### config.mk
export PLATFORM = sky130hd
export DESIGN_NAME = link_mode_rx_flat
export DESIGN_NICKNAME = d
export VERILOG_FILES = /design/src/link_mode_pkg.sv /design/src/twisted_pair_link_if.sv /design/src/link_mode_rx.sv /design/src/flat_wrapper.sv
export SDC_FILE = /design/constraint.sdc
export NUM_CORES = 1
export LEC_CHECK = 0
export BUFFER_PORTS_ARGS = -buffer_cell sky130_fd_sc_hd__buf_2
export CAP_MARGIN = 20
export CORE_MARGIN = 5
export CORE_UTILIZATION = 48
export DETAILED_ROUTE_END_ITERATION = 10
export PLACE_DENSITY = 0.83
export SETUP_SLACK_MARGIN = 0.3
export SYNTH_ARGS = -nofsm -noshare
export SYNTH_HDL_FRONTEND = slang
export SYNTH_SLANG_ARGS = --single-unit
### constraint.sdc
create_clock -name CORE_CLK -period 2.69 [get_ports CORE_CLK]
set_input_delay 0.269 -clock CORE_CLK [delete_from_list [all_inputs] [get_ports CORE_CLK]]
set_output_delay 0.269 -clock CORE_CLK [all_outputs]
set_load 0.1 [all_outputs]
### src/link_mode_pkg.sv
// Shared mode encodings, constants and the mode-combination function.
package link_mode_pkg;

   typedef enum logic [2:0] {
      MODE_AUTO,
      MODE_FULL_VIDEO,
      MODE_EXT_REACH,
      MODE_SERIAL_ONLY,
      MODE_SERIAL_NET
   } mode_t;

   localparam mode_t       RESET_MODE   = MODE_SERIAL_ONLY;
   localparam int unsigned CLK_HZ       = 125_000_000;
   localparam int unsigned SERIAL_BAUD  = 9600;
   localparam int unsigned BAUD_DIV_W   = 16;
   localparam logic [BAUD_DIV_W-1:0] BAUD_DIV =
      BAUD_DIV_W'(CLK_HZ / SERIAL_BAUD);

   // Both ends evaluate the same function on the same pair of selections;
   // the initiating end sends the result itself as its proposal, which the other end adopts.
   function automatic mode_t resolve(input logic  basic,
                                     input mode_t tx_sel,
                                     input mode_t rx_sel,
                                     input logic  video_ok);
      mode_t m;
      m = MODE_FULL_VIDEO;
      if (basic) begin
         if (rx_sel == MODE_SERIAL_ONLY || tx_sel == MODE_SERIAL_ONLY ||
             tx_sel == MODE_SERIAL_NET || tx_sel == MODE_EXT_REACH) begin
            m = MODE_SERIAL_ONLY; // [RULE8]
         end else if (tx_sel == MODE_AUTO && rx_sel == MODE_AUTO) begin
            m = video_ok ? MODE_FULL_VIDEO : MODE_SERIAL_ONLY; // [RULE9]
         end
      end else begin
         if (tx_sel == MODE_SERIAL_ONLY || rx_sel == MODE_SERIAL_ONLY) begin
            m = MODE_SERIAL_ONLY; // [RULE5]
         end else if (tx_sel == MODE_SERIAL_NET ||
                      rx_sel == MODE_SERIAL_NET) begin
            m = MODE_SERIAL_NET; // [RULE5]
         end else if (tx_sel == MODE_AUTO && rx_sel == MODE_AUTO) begin
            m = video_ok ? MODE_FULL_VIDEO : MODE_SERIAL_NET; // [RULE7]
         end else if (tx_sel == MODE_EXT_REACH ||
                      rx_sel == MODE_EXT_REACH) begin
            m = MODE_EXT_REACH; // [RULE6]
         end
      end
      return m;
   endfunction : resolve

endpackage : link_mode_pkg

### src/twisted_pair_link_if.sv
// Mode negotiation wires between the transmit end and the receive end.
interface twisted_pair_link_if;
   link_mode_pkg::mode_t tx_sel;
   logic                 tx_video_ok;
   logic                 tx_req;
   link_mode_pkg::mode_t tx_prop;
   logic                 tx_ack;
   link_mode_pkg::mode_t rx_sel;
   logic                 rx_req;
   link_mode_pkg::mode_t rx_prop;
   logic                 rx_ack;

   modport tx_end (output tx_sel, tx_video_ok, tx_req, tx_prop, tx_ack,
                   input  rx_sel, rx_req, rx_prop, rx_ack);
   modport rx_end (output rx_sel, rx_req, rx_prop, rx_ack,
                   input  tx_sel, tx_video_ok, tx_req, tx_prop, tx_ack);
endinterface : twisted_pair_link_if

### src/link_mode_rx.sv
// Receive (sink) end of the link mode resolver.
module link_mode_rx #(
   parameter bit BASIC = 1'b0
) (
   input  wire logic                            CORE_CLK,
   input  wire logic                            RST_N,
   twisted_pair_link_if.rx_end                  LINK,
   input  wire link_mode_pkg::mode_t            SEL_MODE,
   output link_mode_pkg::mode_t                 MODE,
   output logic                                 VIDEO_EN,
   output logic                                 NET_EN,
   output logic                                 SERIAL_EN,
   output logic [link_mode_pkg::BAUD_DIV_W-1:0] BAUD_DIV,
   output logic                                 BUSY
);

   typedef enum logic [1:0] {ST_IDLE, ST_PROPOSE, ST_RELEASE} state_t;

   state_t               state_q;
   link_mode_pkg::mode_t mode_q;
   link_mode_pkg::mode_t prop_q;
   link_mode_pkg::mode_t sel;
   link_mode_pkg::mode_t target;
   logic                 ack_q;
   logic                 initiator;

   // The basic variant has no extended reach or serial-net choice here;
   // such a selection is treated as automatic.
   always_comb begin
      sel = SEL_MODE;
      if (BASIC && (SEL_MODE == link_mode_pkg::MODE_EXT_REACH ||
                    SEL_MODE == link_mode_pkg::MODE_SERIAL_NET)) begin
         sel = link_mode_pkg::MODE_AUTO;                             // [RULE8]
      end
   end

   assign LINK.rx_sel  = sel;                                        // [RULE1]
   assign LINK.rx_req  = (state_q == ST_PROPOSE);
   assign LINK.rx_prop = prop_q;
   assign LINK.rx_ack  = ack_q;

   assign target = link_mode_pkg::resolve(BASIC, LINK.tx_sel, sel,
                                          LINK.tx_video_ok); // [RULE4]

   assign initiator = (sel != link_mode_pkg::MODE_AUTO &&
                       LINK.tx_sel == link_mode_pkg::MODE_AUTO); // [RULE12]

   always_ff @(posedge CORE_CLK or negedge RST_N) begin
      if (!RST_N) begin
         state_q <= ST_IDLE;
         prop_q  <= link_mode_pkg::RESET_MODE;
      end else begin
         unique case (state_q)
            ST_IDLE: begin
               if (initiator && target != mode_q && !ack_q &&
                   !LINK.tx_req) begin
                  prop_q  <= target;                                 // [RULE12]
                  state_q <= ST_PROPOSE;
               end
            end
            ST_PROPOSE: begin
               if (LINK.tx_ack) begin
                  state_q <= ST_RELEASE;
               end
            end
            ST_RELEASE: begin
               if (!LINK.tx_ack) begin
                  state_q <= ST_IDLE;
               end
            end
         endcase
      end
   end

   always_ff @(posedge CORE_CLK or negedge RST_N) begin
      if (!RST_N) begin
         ack_q <= 1'b0;
      end else if (LINK.tx_req && !ack_q && state_q == ST_IDLE) begin
         ack_q <= 1'b1;                                              // [RULE11]
      end else if (!LINK.tx_req) begin
         ack_q <= 1'b0;
      end
   end

   always_ff @(posedge CORE_CLK or negedge RST_N) begin
      if (!RST_N) begin
         mode_q <= link_mode_pkg::RESET_MODE;
      end else if (state_q == ST_PROPOSE && LINK.tx_ack) begin
         mode_q <= prop_q;                                           // [RULE13]
      end else if (LINK.tx_req && !ack_q && state_q == ST_IDLE) begin
         mode_q <= LINK.tx_prop;                                     // [RULE11]
      end
   end

   assign MODE      = mode_q;
   assign SERIAL_EN = 1'b1;                                      // [RULE2]
   assign NET_EN    = (mode_q != link_mode_pkg::MODE_SERIAL_ONLY); // [RULE3]
   assign VIDEO_EN  = (mode_q == link_mode_pkg::MODE_FULL_VIDEO ||
                       mode_q == link_mode_pkg::MODE_EXT_REACH);  // [RULE3]
   assign BAUD_DIV  = link_mode_pkg::BAUD_DIV;                   // [RULE2]
   assign BUSY      = (state_q != ST_IDLE) || ack_q;

endmodule : link_mode_rx

### src/flat_wrapper.sv
// flat-port wrapper written by rule: the top's interface ports become plain ports
module link_mode_rx_flat 
#(
   parameter bit BASIC = 1'b0
)
  (CORE_CLK, RST_N, SEL_MODE, MODE, VIDEO_EN, NET_EN, SERIAL_EN, BAUD_DIV, BUSY, LINK_rx_sel, LINK_rx_req, LINK_rx_prop, LINK_rx_ack, LINK_tx_sel, LINK_tx_video_ok, LINK_tx_req, LINK_tx_prop, LINK_tx_ack);
  twisted_pair_link_if LINK_i ();
  input  wire logic CORE_CLK;
  input  wire logic RST_N;
  input  wire link_mode_pkg::mode_t SEL_MODE;
  output link_mode_pkg::mode_t MODE;
  output logic VIDEO_EN;
  output logic NET_EN;
  output logic SERIAL_EN;
  output logic [link_mode_pkg::BAUD_DIV_W-1:0] BAUD_DIV;
  output logic BUSY;
  output wire logic [$bits(LINK_i.rx_sel)-1:0] LINK_rx_sel;
  output wire logic [$bits(LINK_i.rx_req)-1:0] LINK_rx_req;
  output wire logic [$bits(LINK_i.rx_prop)-1:0] LINK_rx_prop;
  output wire logic [$bits(LINK_i.rx_ack)-1:0] LINK_rx_ack;
  input wire logic [$bits(LINK_i.tx_sel)-1:0] LINK_tx_sel;
  input wire logic [$bits(LINK_i.tx_video_ok)-1:0] LINK_tx_video_ok;
  input wire logic [$bits(LINK_i.tx_req)-1:0] LINK_tx_req;
  input wire logic [$bits(LINK_i.tx_prop)-1:0] LINK_tx_prop;
  input wire logic [$bits(LINK_i.tx_ack)-1:0] LINK_tx_ack;
  assign LINK_rx_sel = LINK_i.rx_sel;
  assign LINK_rx_req = LINK_i.rx_req;
  assign LINK_rx_prop = LINK_i.rx_prop;
  assign LINK_rx_ack = LINK_i.rx_ack;
  assign LINK_i.tx_sel = LINK_tx_sel;
  assign LINK_i.tx_video_ok = LINK_tx_video_ok;
  assign LINK_i.tx_req = LINK_tx_req;
  assign LINK_i.tx_prop = LINK_tx_prop;
  assign LINK_i.tx_ack = LINK_tx_ack;
  link_mode_rx #(.BASIC(BASIC)) u_core (.CORE_CLK(CORE_CLK), .RST_N(RST_N), .LINK(LINK_i), .SEL_MODE(SEL_MODE), .MODE(MODE), .VIDEO_EN(VIDEO_EN), .NET_EN(NET_EN), .SERIAL_EN(SERIAL_EN), .BAUD_DIV(BAUD_DIV), .BUSY(BUSY));
endmodule
==> results.md, run 1 <==
- Status: finished clean
- Post-Syn Area: 896 um2
- Synth cell count leaders: buf_4 (20), nor2_1 (11), inv_1 (6)
- Max_cap viols: 0
- Worst Hold Path EP: u_core.LINK.rx_ack
- TritonCTS buffer count: 3
- Routability cong.: roughly 0.82
- # nets final: 148
- Antenna-violating nets left: 0
- Final Skew: 0.00280 ns
- WS Path Type: register to output pin
- Crit path launch type: register
- Mapped Cells: 103
- Share of the yosys chip area belonging to registers: 0.257
- Initial antenna violation count: 0
- DIE AREA: 2830 um2
- Endpoint type of the worst setup path: output pin
- Clk_lat worst skew: 0.26 ns
- H-tree depth: 1
- Reg-to-reg endpoint: u_core.state_q[1]
- Final setup fails: 0
- CP max FO: 7
- Most area-hungry cell type in the Yosys netlist: buf_4
- Worst EP required: 2.42 ns
- Root Buffer: clkbuf_4
- GRT Resource Usage Total: 0.159
- RSZ-0062 raised after global routing: false
- Slew @ Worst Pin: a little under 0.5 ns
- Synthesis-to-layout area growth: 12.7%
- Largest net degree at the start of global routing: 10
- Top_reg_cell synth: dfrtp_1
- Top Ports: 45
- Most common cell in the netlist: buf_4
- Hold Path Class: primary input to register
- Reg2reg path depth: 6
- Final instance area: 1010 um2
- TritonCTS clock tree: yes
- Die X: 53.2 um
- Vert. Die Dim: 53.2 um
- Final wirelength: 1970 um
- Clock transition at path regs: 0.06 ns
- DRC errors left: 0
- Row count: 15
- WP data arrival: 1.58 ns
- Hpwl dp: 1620 um
- Final core occ: 0.578
- Synth unique cells: 38
- Max frequency: between 0.5 and 0.6 GHz
- Routed vias/inst: between 4 and 5
- Share of cells above drive strength 1: 0.369
- Number of synthesis warnings: 0
- Synthesized area per cell: 8.70 um2
- Max Transition Viols Final: 0
- Crit share post-route: 0.689
- IO buf count: 27
- Grt ovf: 0
- Async SR Flop Fraction: 1.00
- DR WL/cell: 12.7 um
- Initial Util: 0.513
- Antenna cells: 0
- Worst reg2reg startpoint: u_core.state_q[1]
- Cells on Worst Hold Path: 3
- Final Hold Viols: 0
- Number of global-route vias before repair: 749
- Initial DRT Pass Iterations: 4
- DR iter-0 viols: 16
- Synth Register Bits: 9
- Post-DP Area: 973 um2
- TritonCTS Sinks: 9
- Reg2reg setup slack: between 0.9 and 1 ns
- Normalized max-slew margin: 0.666
- Max clock buf depth: 2
- First-pass GRT wire length: 3310 um
- Number of synthesized flops with an enable pin: 0
- Min-Delay Startpoint: LINK_tx_req
- Via count: 763
- Synth area leaders: buf_4 (17%), dfrtp_1 (14%), dfstp_2 (12%)
- Setup TNS: 0 ns
- Core area: 1750 um2
- Buffer count from post-CTS setup fixing: 0
- Min Tclk post-route: 1.85 ns
- Yosys top cell area share: 0.168
[worst max-delay path, stage by stage (launching register included)]
cell	delay, ns
dfrtp_1	0.39
inv_1	0.10
ha_1	0.29
nand2b_2	0.11
buf_2	0.42
[registers in the layout, summed over array words and instances (netlist names)]
register             cells
u_core.LINK.rx_ack       1
u_core.LINK.rx_prop      3
u_core.MODE              3
u_core.state_q           2
[logic make-up (layout without fill, tap and decap cells)]
kind of cell    after synthesis  in the layout  share of synthesized area
buf+inv                      27             39                      0.197
flops                         9              9                      0.257
simple gates                 36             36                      0.242
other cells                   2             17                    0.00838
fa+ha+maj                     3              3                     0.0419
compound gates               16             16                      0.127
xor+xnor                      2              2                     0.0279
mux                           8              8                     0.0992
[final cells by class]
cell class | count | area [um2]
Tap cell | 25 | 31.3
Fill cell | 181 | 736
Multi-Input combinational cell | 82 | 551
Timing Repair Buffer | 28 | 145
Inverter | 7 | 26.3
Sequential cell | 9 | 230
Clock buffer | 4 | 26.3
[layout by cell type, fill, tap and decap left out, drive strengths merged, types with 2 or more instances in the layout]
cell    synthesis  routed
xnor2           2       2
conb            2      17
nand3           3       3
nor2           11      11
nand2b          3       3
nor3b           3       3
ha              3       3
dfstp           4       4
nor2b           2       2
nand2           4       4
mux2i           4       4
a21oi           5       5
buf            20      27
nor4            2       2
o21ai           6       6
dfrtp           5       5
or3             2       2
nor3            2       2
clkbuf          0       4
mux2            4       4
inv             7       7
[layer usage]
layer  vias to the layer above  global-route usage  share of wire
li1                        378                   -              -
met1                       357               0.180           0.38
met2                        28               0.300           0.55
met3                         0              0.0451          0.077
met4                         0              0.0128              0
met5                         -                   0              0
[metrics by stage]
stage          setup slack (ns)  std cells  hold WS [ns]
2_1_floorplan             0.320        118       -0.0266
3_3_place_gp              0.841        150         0.130
3_5_place_dp              0.717        150         0.131
4_1_cts                   0.816        155         0.239
5_1_grt                   0.731        155         0.274
6_report                  0.836        155         0.250
[worst max-delay path by stage]
stage	slack, ns	to	startpoint
after floorplan	0.32	u_core.state_q[1]	u_core.state_q[1]
after global placement	0.84	u_core.LINK.rx_prop[2]	LINK_tx_sel[1]
after detailed placement	0.72	u_core.LINK.rx_prop[2]	LINK_tx_sel[1]
after CTS	0.82	BUSY	u_core.state_q[0]
after global routing	0.73	BUSY	u_core.state_q[0]
final	0.84	BUSY	u_core.state_q[0]
[what timing repair did]
item                      4_1_cts  5_1_grt
hold buffers                    1        0
hold endpoints to repair        5        0
gates resized for setup         0        0
Power of run 1 is left out: the tool's default activity adds up to more than one toggle a clock period on the data nets, which glitch-free logic cannot reach.
==> run 2, diff against run 1 <==
Settings changed: ABC_AREA set to 1, CORE_UTILIZATION 48 to 40, PLACE_DENSITY 0.83 to 0.75.
Clock period 2.69 ns to 1.6 ns, I/O delays scaled along.
==> run 2 against run 1 <==
Effect of this change: synthesized cell count grew 20%; cell count is 17% higher; flip-flop and latch count stayed put; global-route usage is 2.9 points lower; setup slack got worse by 0.69 ns; sequential share of layout area fell by 2.9 points; critical path type unchanged; highest routed layer is now met4.
==> results.md, run 2 <==
- Status: finished clean (unchanged)
- Synthesis-to-layout area growth: 42.8% (was 12.7%)
- Top_reg_cell synth: dfrtp_1 (unchanged)
- Share of the yosys chip area belonging to registers: 0.265 (was 0.257)
- Synth Area in Adders: 0.0432 (was 0.0419)
- Most frequent cells in the layout: nand2_1 (24), buf_2 (18), conb_1 (17) (was buf_2 (27), conb_1 (17), nor2_1 (10))
- Vert. Die Dim: 56.6 um (was 53.2 um)
- Final wirelength: 2000 um (was 1970 um)
- Initial antenna violation count: 0 (unchanged)
- Clk_lat worst skew: 0.27 ns (was 0.26 ns)
- Grt ovf: 0 (unchanged)
- DR iter-0 viols: 9 (was 16)
- Die X: 56.6 um (was 53.2 um)
- Top Usage Layer GRT: met2 (unchanged)
- Routed vias/inst: 4.52 (was 4.92)
- Post-Synth Simple-Gate Area: 0.313 (was 0.242)
- Routability cong.: 0.833 (was 0.822)
- Largest net degree at the start of global routing: 10 (unchanged)
- Max Transition Viols Final: 0 (unchanged)
- Antenna cells: 0 (unchanged)
- Synthesized area per cell: 7.00 um2 (was 8.70 um2)
- Synth area leaders: buf_4 (17%), dfrtp_1 (14%), nand2_1 (13%) (was buf_4 (17%), dfrtp_1 (14%), dfstp_2 (12%))
- Most common cell after layout, fill and taps aside: nand2_1 (was buf_2)
- DIE AREA: 3200 um2 (was 2830 um2)
- Hpwl dp: 1570 um (was 1620 um)
- Final Skew: 0.0105 ns (was 0.00280 ns)
- Multiplexer area fraction after synthesis: 0.0115 (was 0.0992)
- Hold Path Class: primary input to register (unchanged)
- RSZ-0062 raised after global routing: true (was false)
- Crit share post-route: 0.907
- Root Buffer: clkbuf_4 (unchanged)
- DRC errors left: 0 (unchanged)
- TritonCTS clock tree: yes (unchanged)
- Share of cells above drive strength 1: 0.529 (was 0.369)
- Endpoint type of the worst setup path: output pin (unchanged)
- IO buf count: 27 (unchanged)
- Most area-hungry cell type in the Yosys netlist: buf_4 (unchanged)
- Number of synthesis warnings: 0 (unchanged)
- Max_cap viols: 0 (unchanged)
- Row count: 16 (was 15)
- Post-Syn Area: 868 um2 (was 896 um2)
- Synth cell count leaders: nand2_1 (30), buf_4 (20), inv_1 (16) (was buf_4 (20), nor2_1 (11), inv_1 (6))
- Crit path launch type: register (unchanged)
- M1 GR Usage: 0.139 (was 0.180)
- Most common cell in the netlist: nand2_1 (was buf_4)
- Synth Area in Compound Gates: 0.0994 (was 0.127)
- Via count: 823 (was 763)
- Final Hold Viols: 0 (unchanged)
- Max frequency: approximately 0.69 GHz
- WP data arrival: 1.29 ns (was 1.58 ns)
- Met2 Track Usage GR: 0.231 (was 0.300)
- Min-Delay Startpoint: LINK_tx_req (unchanged)
- Yosys top cell area share: 0.173 (was 0.168)
- TritonCTS Sinks: 9 (unchanged)
- Initial DRT Pass Iterations: 2 (was 4)
- CP max FO: 5 (was 7)
- Largest family of logic cells by synthesized area: simple AND/OR/NAND/NOR gates (unchanged)
- Number of global-route vias before repair: 807 (was 749)
- Number of synthesized flops with an enable pin: 0 (unchanged)
- Initial Util: 0.429 (was 0.513)
- Start point of the critical path: u_core.MODE[1] (was u_core.state_q[0])
- Synth unique cells: 23 (was 38)
- DR WL/cell: 11.0 um (was 12.7 um)
- Worst reg2reg startpoint: u_core.MODE[1] (was u_core.state_q[1])
- Clock transition at path regs: 0.07 ns (was 0.06 ns)
- Final setup fails: 0 (unchanged)
- # nets final: 173 (was 148)
- Antenna-violating nets left: 0 (unchanged)
- Top Ports: 45 (unchanged)
- GRT Resource Usage Total: 0.130 (was 0.159)
- First-pass GRT wire length: 3320 um (was 3310 um)
- TritonCTS buffer count: 3 (unchanged)
- H-tree depth: 1 (unchanged)
- Core area: 2020 um2 (was 1750 um2)
- Setup TNS: 0 ns (unchanged)
- Post-synthesis xor/xnor area fraction: 0 (was 0.0279)
- Met3 usage: 0.0505 (was 0.0451)
- Worst EP required: 1.44 ns (was 2.42 ns)
- Synth Register Bits: 9 (unchanged)
- Mapped Cells: 124 (was 103)
- WS Path Type: register to output pin (unchanged)
- Min Tclk post-route: 1.45 ns
- Async SR Flop Fraction: 1.00 (unchanged)
- Max clock buf depth: 2 (unchanged)
-- run 2: changes by cell type after synthesis, sizes merged, moves of 3 or more --
cell | previous run | this run
inv | 7 | 20
o21ai | 6 | 12
a21oi | 5 | 1
nor2 | 11 | 6
mux2i | 4 | 1
nor3b | 3 | 0
nand2b | 3 | 0
mux2 | 4 | 0
nand3 | 3 | 8
nand2 | 4 | 38
-- run 2: what timing repair did --
action	4_1_cts	5_1_grt
hold buffers	1	0
setup endpoints to repair	14	15
gates resized for setup	20	7
endpoints found under the hold margin	9	0
pin swaps	12	7
buffers inserted	3	0
gates cloned	0	0
-- run 2: cell type report --
type                       instances  area, um2
sequential                         9        246
tap                               27       33.8
inverter                          20       77.6
fill                             191        782
clock buffer                       4       26.3
timing repair buffer              32        255
multi-input combinational         90        601
-- run 2: critical path, cell delays in order (launching register included) --
cell     delay [ns]
dfstp_4        0.66
o21ai_4        0.07
nor2_4         0.12
buf_12         0.18
-- run 2: logic make-up (layout without fill, tap and decap cells) --
| family | count (synthesis) | in the layout |
|---|---|---|
| other cells | 2 | 17 |
| compound gates | 14 | 14 |
| buf+inv | 40 | 56 |
| simple gates | 55 | 55 |
| flops | 9 | 9 |
| mux | 1 | 1 |
| fa+ha+maj | 3 | 3 |
-- run 2: path summary, 6_finish.rpt --
kind	end	slack (ns)	cells after the start
max	VIDEO_EN	0.15	3
min	u_core.LINK.rx_ack	0.21	3
max reg2reg	u_core.LINK.rx_prop[2]	0.23	8
min reg2reg	u_core.LINK.rx_prop[1]	0.49	2
max in group asynchronous	u_core.LINK.rx_prop[1]	1.07	2
min in group asynchronous	u_core.state_q[0]	0.27	2
-- run 2: per-stage QoR --
step	worst slack (ns)	util	cells	cell area, um2	hold WS, ns
final	0.149	0.613	182	1240	0.210
after global routing	0.104	0.613	182	1240	0.229
after CTS	0.146	0.603	182	1220	0.212
after detailed placement	0.0986	0.541	174	1090	0.0243
after global placement	0.173	0.541	174	1090	0.0199
after floorplan	0.0452	-	139	1040	-0.136
-- run 2: layer usage --
metal	vias to the layer above	share of wire
li1	410	-
met1	385	0.37
met2	26	0.55
met3	2	0.076
met4	0	0.0055
met5	-	0
Power of run 2 is left out for the same reason.
==> run 3, diff against run 2 <==
Settings changed: ABC_AREA 1 to 0, CORE_UTILIZATION 40 to 41, PLACE_DENSITY 0.75 to 0.76.
==> run 3 against run 2 <==
Effect of this change: the flow now finishes with violations (setup timing); die area is 0.55% higher; via count is 0.85% lower; setup slack worse by 0.23 ns; utilization is 3.7 points higher; non-clock buffer count is 16 higher; highest routed layer unchanged; critical path depth is 3 higher; clock skew is 0.0041 ns lower; global-route usage is 1.2 points higher; fmax is 14% lower; hold slack worse by 0.0069 ns.
==> results.md, run 3 (synthesis results as in run 1) <==
- Die X: 56.7 um (was 56.6 um)
- Setup TNS: -0.160 ns (was 0 ns)
- Clock transition at path regs: 0.06 ns (was 0.07 ns)
- Crit-path max cell delay: 0.61 ns (was 0.66 ns)
- H-tree depth: 1 (unchanged)
- TritonCTS Sinks: 9 (unchanged)
- Hpwl dp: 1720 um (was 1570 um)
- Worst Hold Path EP: u_core.LINK.rx_ack (unchanged)
- CP delay by family, top: simple AND/OR/NAND/NOR gates (was flip-flops)
- Crit path cell chain: inv_2, o21ai_2, mux2_4, nand4_4, or4_4, nand3_2 (was o21ai_4, nor2_4, buf_12)
- Endpoint type of the worst setup path: register (was output pin)
- Antenna cells: 0 (unchanged)
- Most common cell after layout, fill and taps aside: buf_4 (was nand2_1)
- WS Path Type: register to register (was register to output pin)
- Number of global-route vias before repair: 804 (was 807)
- Start point of the critical path: u_core.MODE[1] (unchanged)
- Failing checks: setup timing
- DRC errors left: 0 (unchanged)
- Share of cells above drive strength 1: 0.593 (was 0.529)
- Final core occ: 0.651 (was 0.613)
- Final Skew: 0.00632 ns (was 0.0105 ns)
- Initial Util: 0.417 (was 0.429)
- Grt ovf: 0 (unchanged)
- Cells on Worst Hold Path: 3 (unchanged)
- Synthesis-to-layout area growth: 56.0% (was 42.8%)
- Vert. Die Dim: 56.7 um (was 56.6 um)
- TritonCTS buffer count: 3 (unchanged)
- Slowest library cell on the worst path: dfstp_4 (unchanged)
- Top Ports: 45 (unchanged)
- Min-Delay Startpoint: LINK_tx_req (unchanged)
- Core area: 2150 um2 (was 2020 um2)
- RSZ-0062 raised after global routing: true (unchanged)
- Via count: 816 (was 823)
- GRT Resource Usage Total: 0.141 (was 0.130)
- Setup ws final: -0.0800 ns (was 0.149 ns)
- Status: finished with violations (was finished clean)
- Max frequency: 0.595 GHz (was 0.689 GHz)
- # nets final: 168 (was 173)
- Reg2reg path depth: 6 (was 8)
- Max_cap viols: 0 (unchanged)
- TritonCTS clock tree: yes (unchanged)
- CP max FO: 5 (unchanged)
- Antenna-violating nets left: 0 (unchanged)
- Filler cell count: 170 (was 191)
- CP Buf/Inv Count: 1 (unchanged)
- Min Tclk post-route: 1.68 ns (was 1.45 ns)
- Worst EP required: 1.80 ns (was 1.44 ns)
- Initial antenna violation count: 0 (unchanged)
- Crit share post-route: 1.05 (was 0.907)
- Largest net degree at the start of global routing: 10 (unchanged)
- DR WL/cell: 12.5 um (was 11.0 um)
- Worst reg2reg startpoint: u_core.MODE[1] (unchanged)
- Max Transition Viols Final: 0 (unchanged)
- Initial DRT Pass Iterations: 4 (was 2)
- Hold Path Class: primary input to register (unchanged)
- Crit path launch type: register (unchanged)
- Row count: 17 (was 16)
- Clk_lat worst skew: 0.26 ns (was 0.27 ns)
- Max clock buf depth: 2 (unchanged)
- Reg2reg setup slack: -0.08 ns (was 0.23 ns)
- Reg-to-reg endpoint: u_core.state_q[0] (was u_core.LINK.rx_prop[2])
- Final setup fails: 3 (was 0)
- Final Hold Viols: 0 (unchanged)
- Final wirelength: 2220 um (was 2000 um)
- Routed vias/inst: 4.58 (was 4.52)
- IO buf count: 27 (unchanged)
- WP data arrival: 1.88 ns (was 1.29 ns)
- First-pass GRT wire length: 3620 um (was 3320 um)
- Root Buffer: clkbuf_4 (unchanged)
- DIE AREA: 3220 um2 (was 3200 um2)
- DR iter-0 viols: 11 (was 9)
- Most frequent cells in the layout: buf_4 (19), buf_2 (18), conb_1 (17) (was nand2_1 (24), buf_2 (18), conb_1 (17))
- Routability cong.: 0.740 (was 0.833)
run 3: changes by cell type in the layout (fill, tap and decap cells not counted), sizes merged, moves of 3 or more:
cell | before | now
mux2 | 0 | 4
a21oi | 1 | 5
nand3 | 8 | 3
nor2 | 6 | 11
buf | 30 | 47
inv | 20 | 7
mux2i | 1 | 4
nor3b | 0 | 3
o21ai | 12 | 6
nand2b | 0 | 3
nand2 | 38 | 4
run 3: stage by stage:
step | setup slack [ns] | cells | instance area (um2) | hold slack [ns]
detailed placement | -0.172 | 166 | 1200 | 0.0213
global route | -0.126 | 178 | 1400 | 0.206
global placement | -0.138 | 166 | 1200 | 0.0198
floorplan | -0.216 | 118 | 1020 | -0.136
finish | -0.0800 | 178 | 1400 | 0.203
CTS | -0.0706 | 175 | 1350 | 0.189
run 3: worst max path at each step:
stage | cells past startpoint | slack (ns) | end
after floorplan | 6 | -0.22 | u_core.state_q[0]
after global placement | 7 | -0.14 | u_core.state_q[1]
after detailed placement | 7 | -0.17 | u_core.state_q[0]
after CTS | 6 | -0.07 | u_core.state_q[0]
after global routing | 6 | -0.13 | u_core.state_q[0]
final | 6 | -0.08 | u_core.state_q[0]
run 3: final cells by class:
cell class,instances,area [um2],area share
timing repair buffer,48,408,0.292
tap,28,35.0,0.0251
clock buffer,4,26.3,0.0188
inverter,7,28.8,0.0206
multi-input combinational,82,658,0.471
sequential,9,241,0.173
run 3: routing by layer:
| layer | vias to the layer above | routed length (um) | global-route usage | share of wire |
|---|---|---|---|---|
| li1 | 413 | - | - | - |
| met1 | 382 | 864 | 0.149 | 0.39 |
| met2 | 17 | 1270 | 0.277 | 0.57 |
| met3 | 4 | 73 | 0.0276 | 0.033 |
| met4 | 0 | 19 | 0.0397 | 0.0086 |
| met5 | - | 0 | 0 | 0 |
run 3: worst min-delay path, delay by kind of cell:
kind	cells	cell delay (ns)
simple gates	1	0.10
buf+inv	2	0.16
run 3: repair_timing:
item | in CTS | in global routing
buffers inserted | 4 | 3
gates resized for setup | 22 | 8
endpoints found under the setup margin | 17 | 14
hold endpoints to repair | 9 | 0
pin swaps | 1 | 4
hold buffers | 1 | 0
Power of run 3 is left out for the same reason.
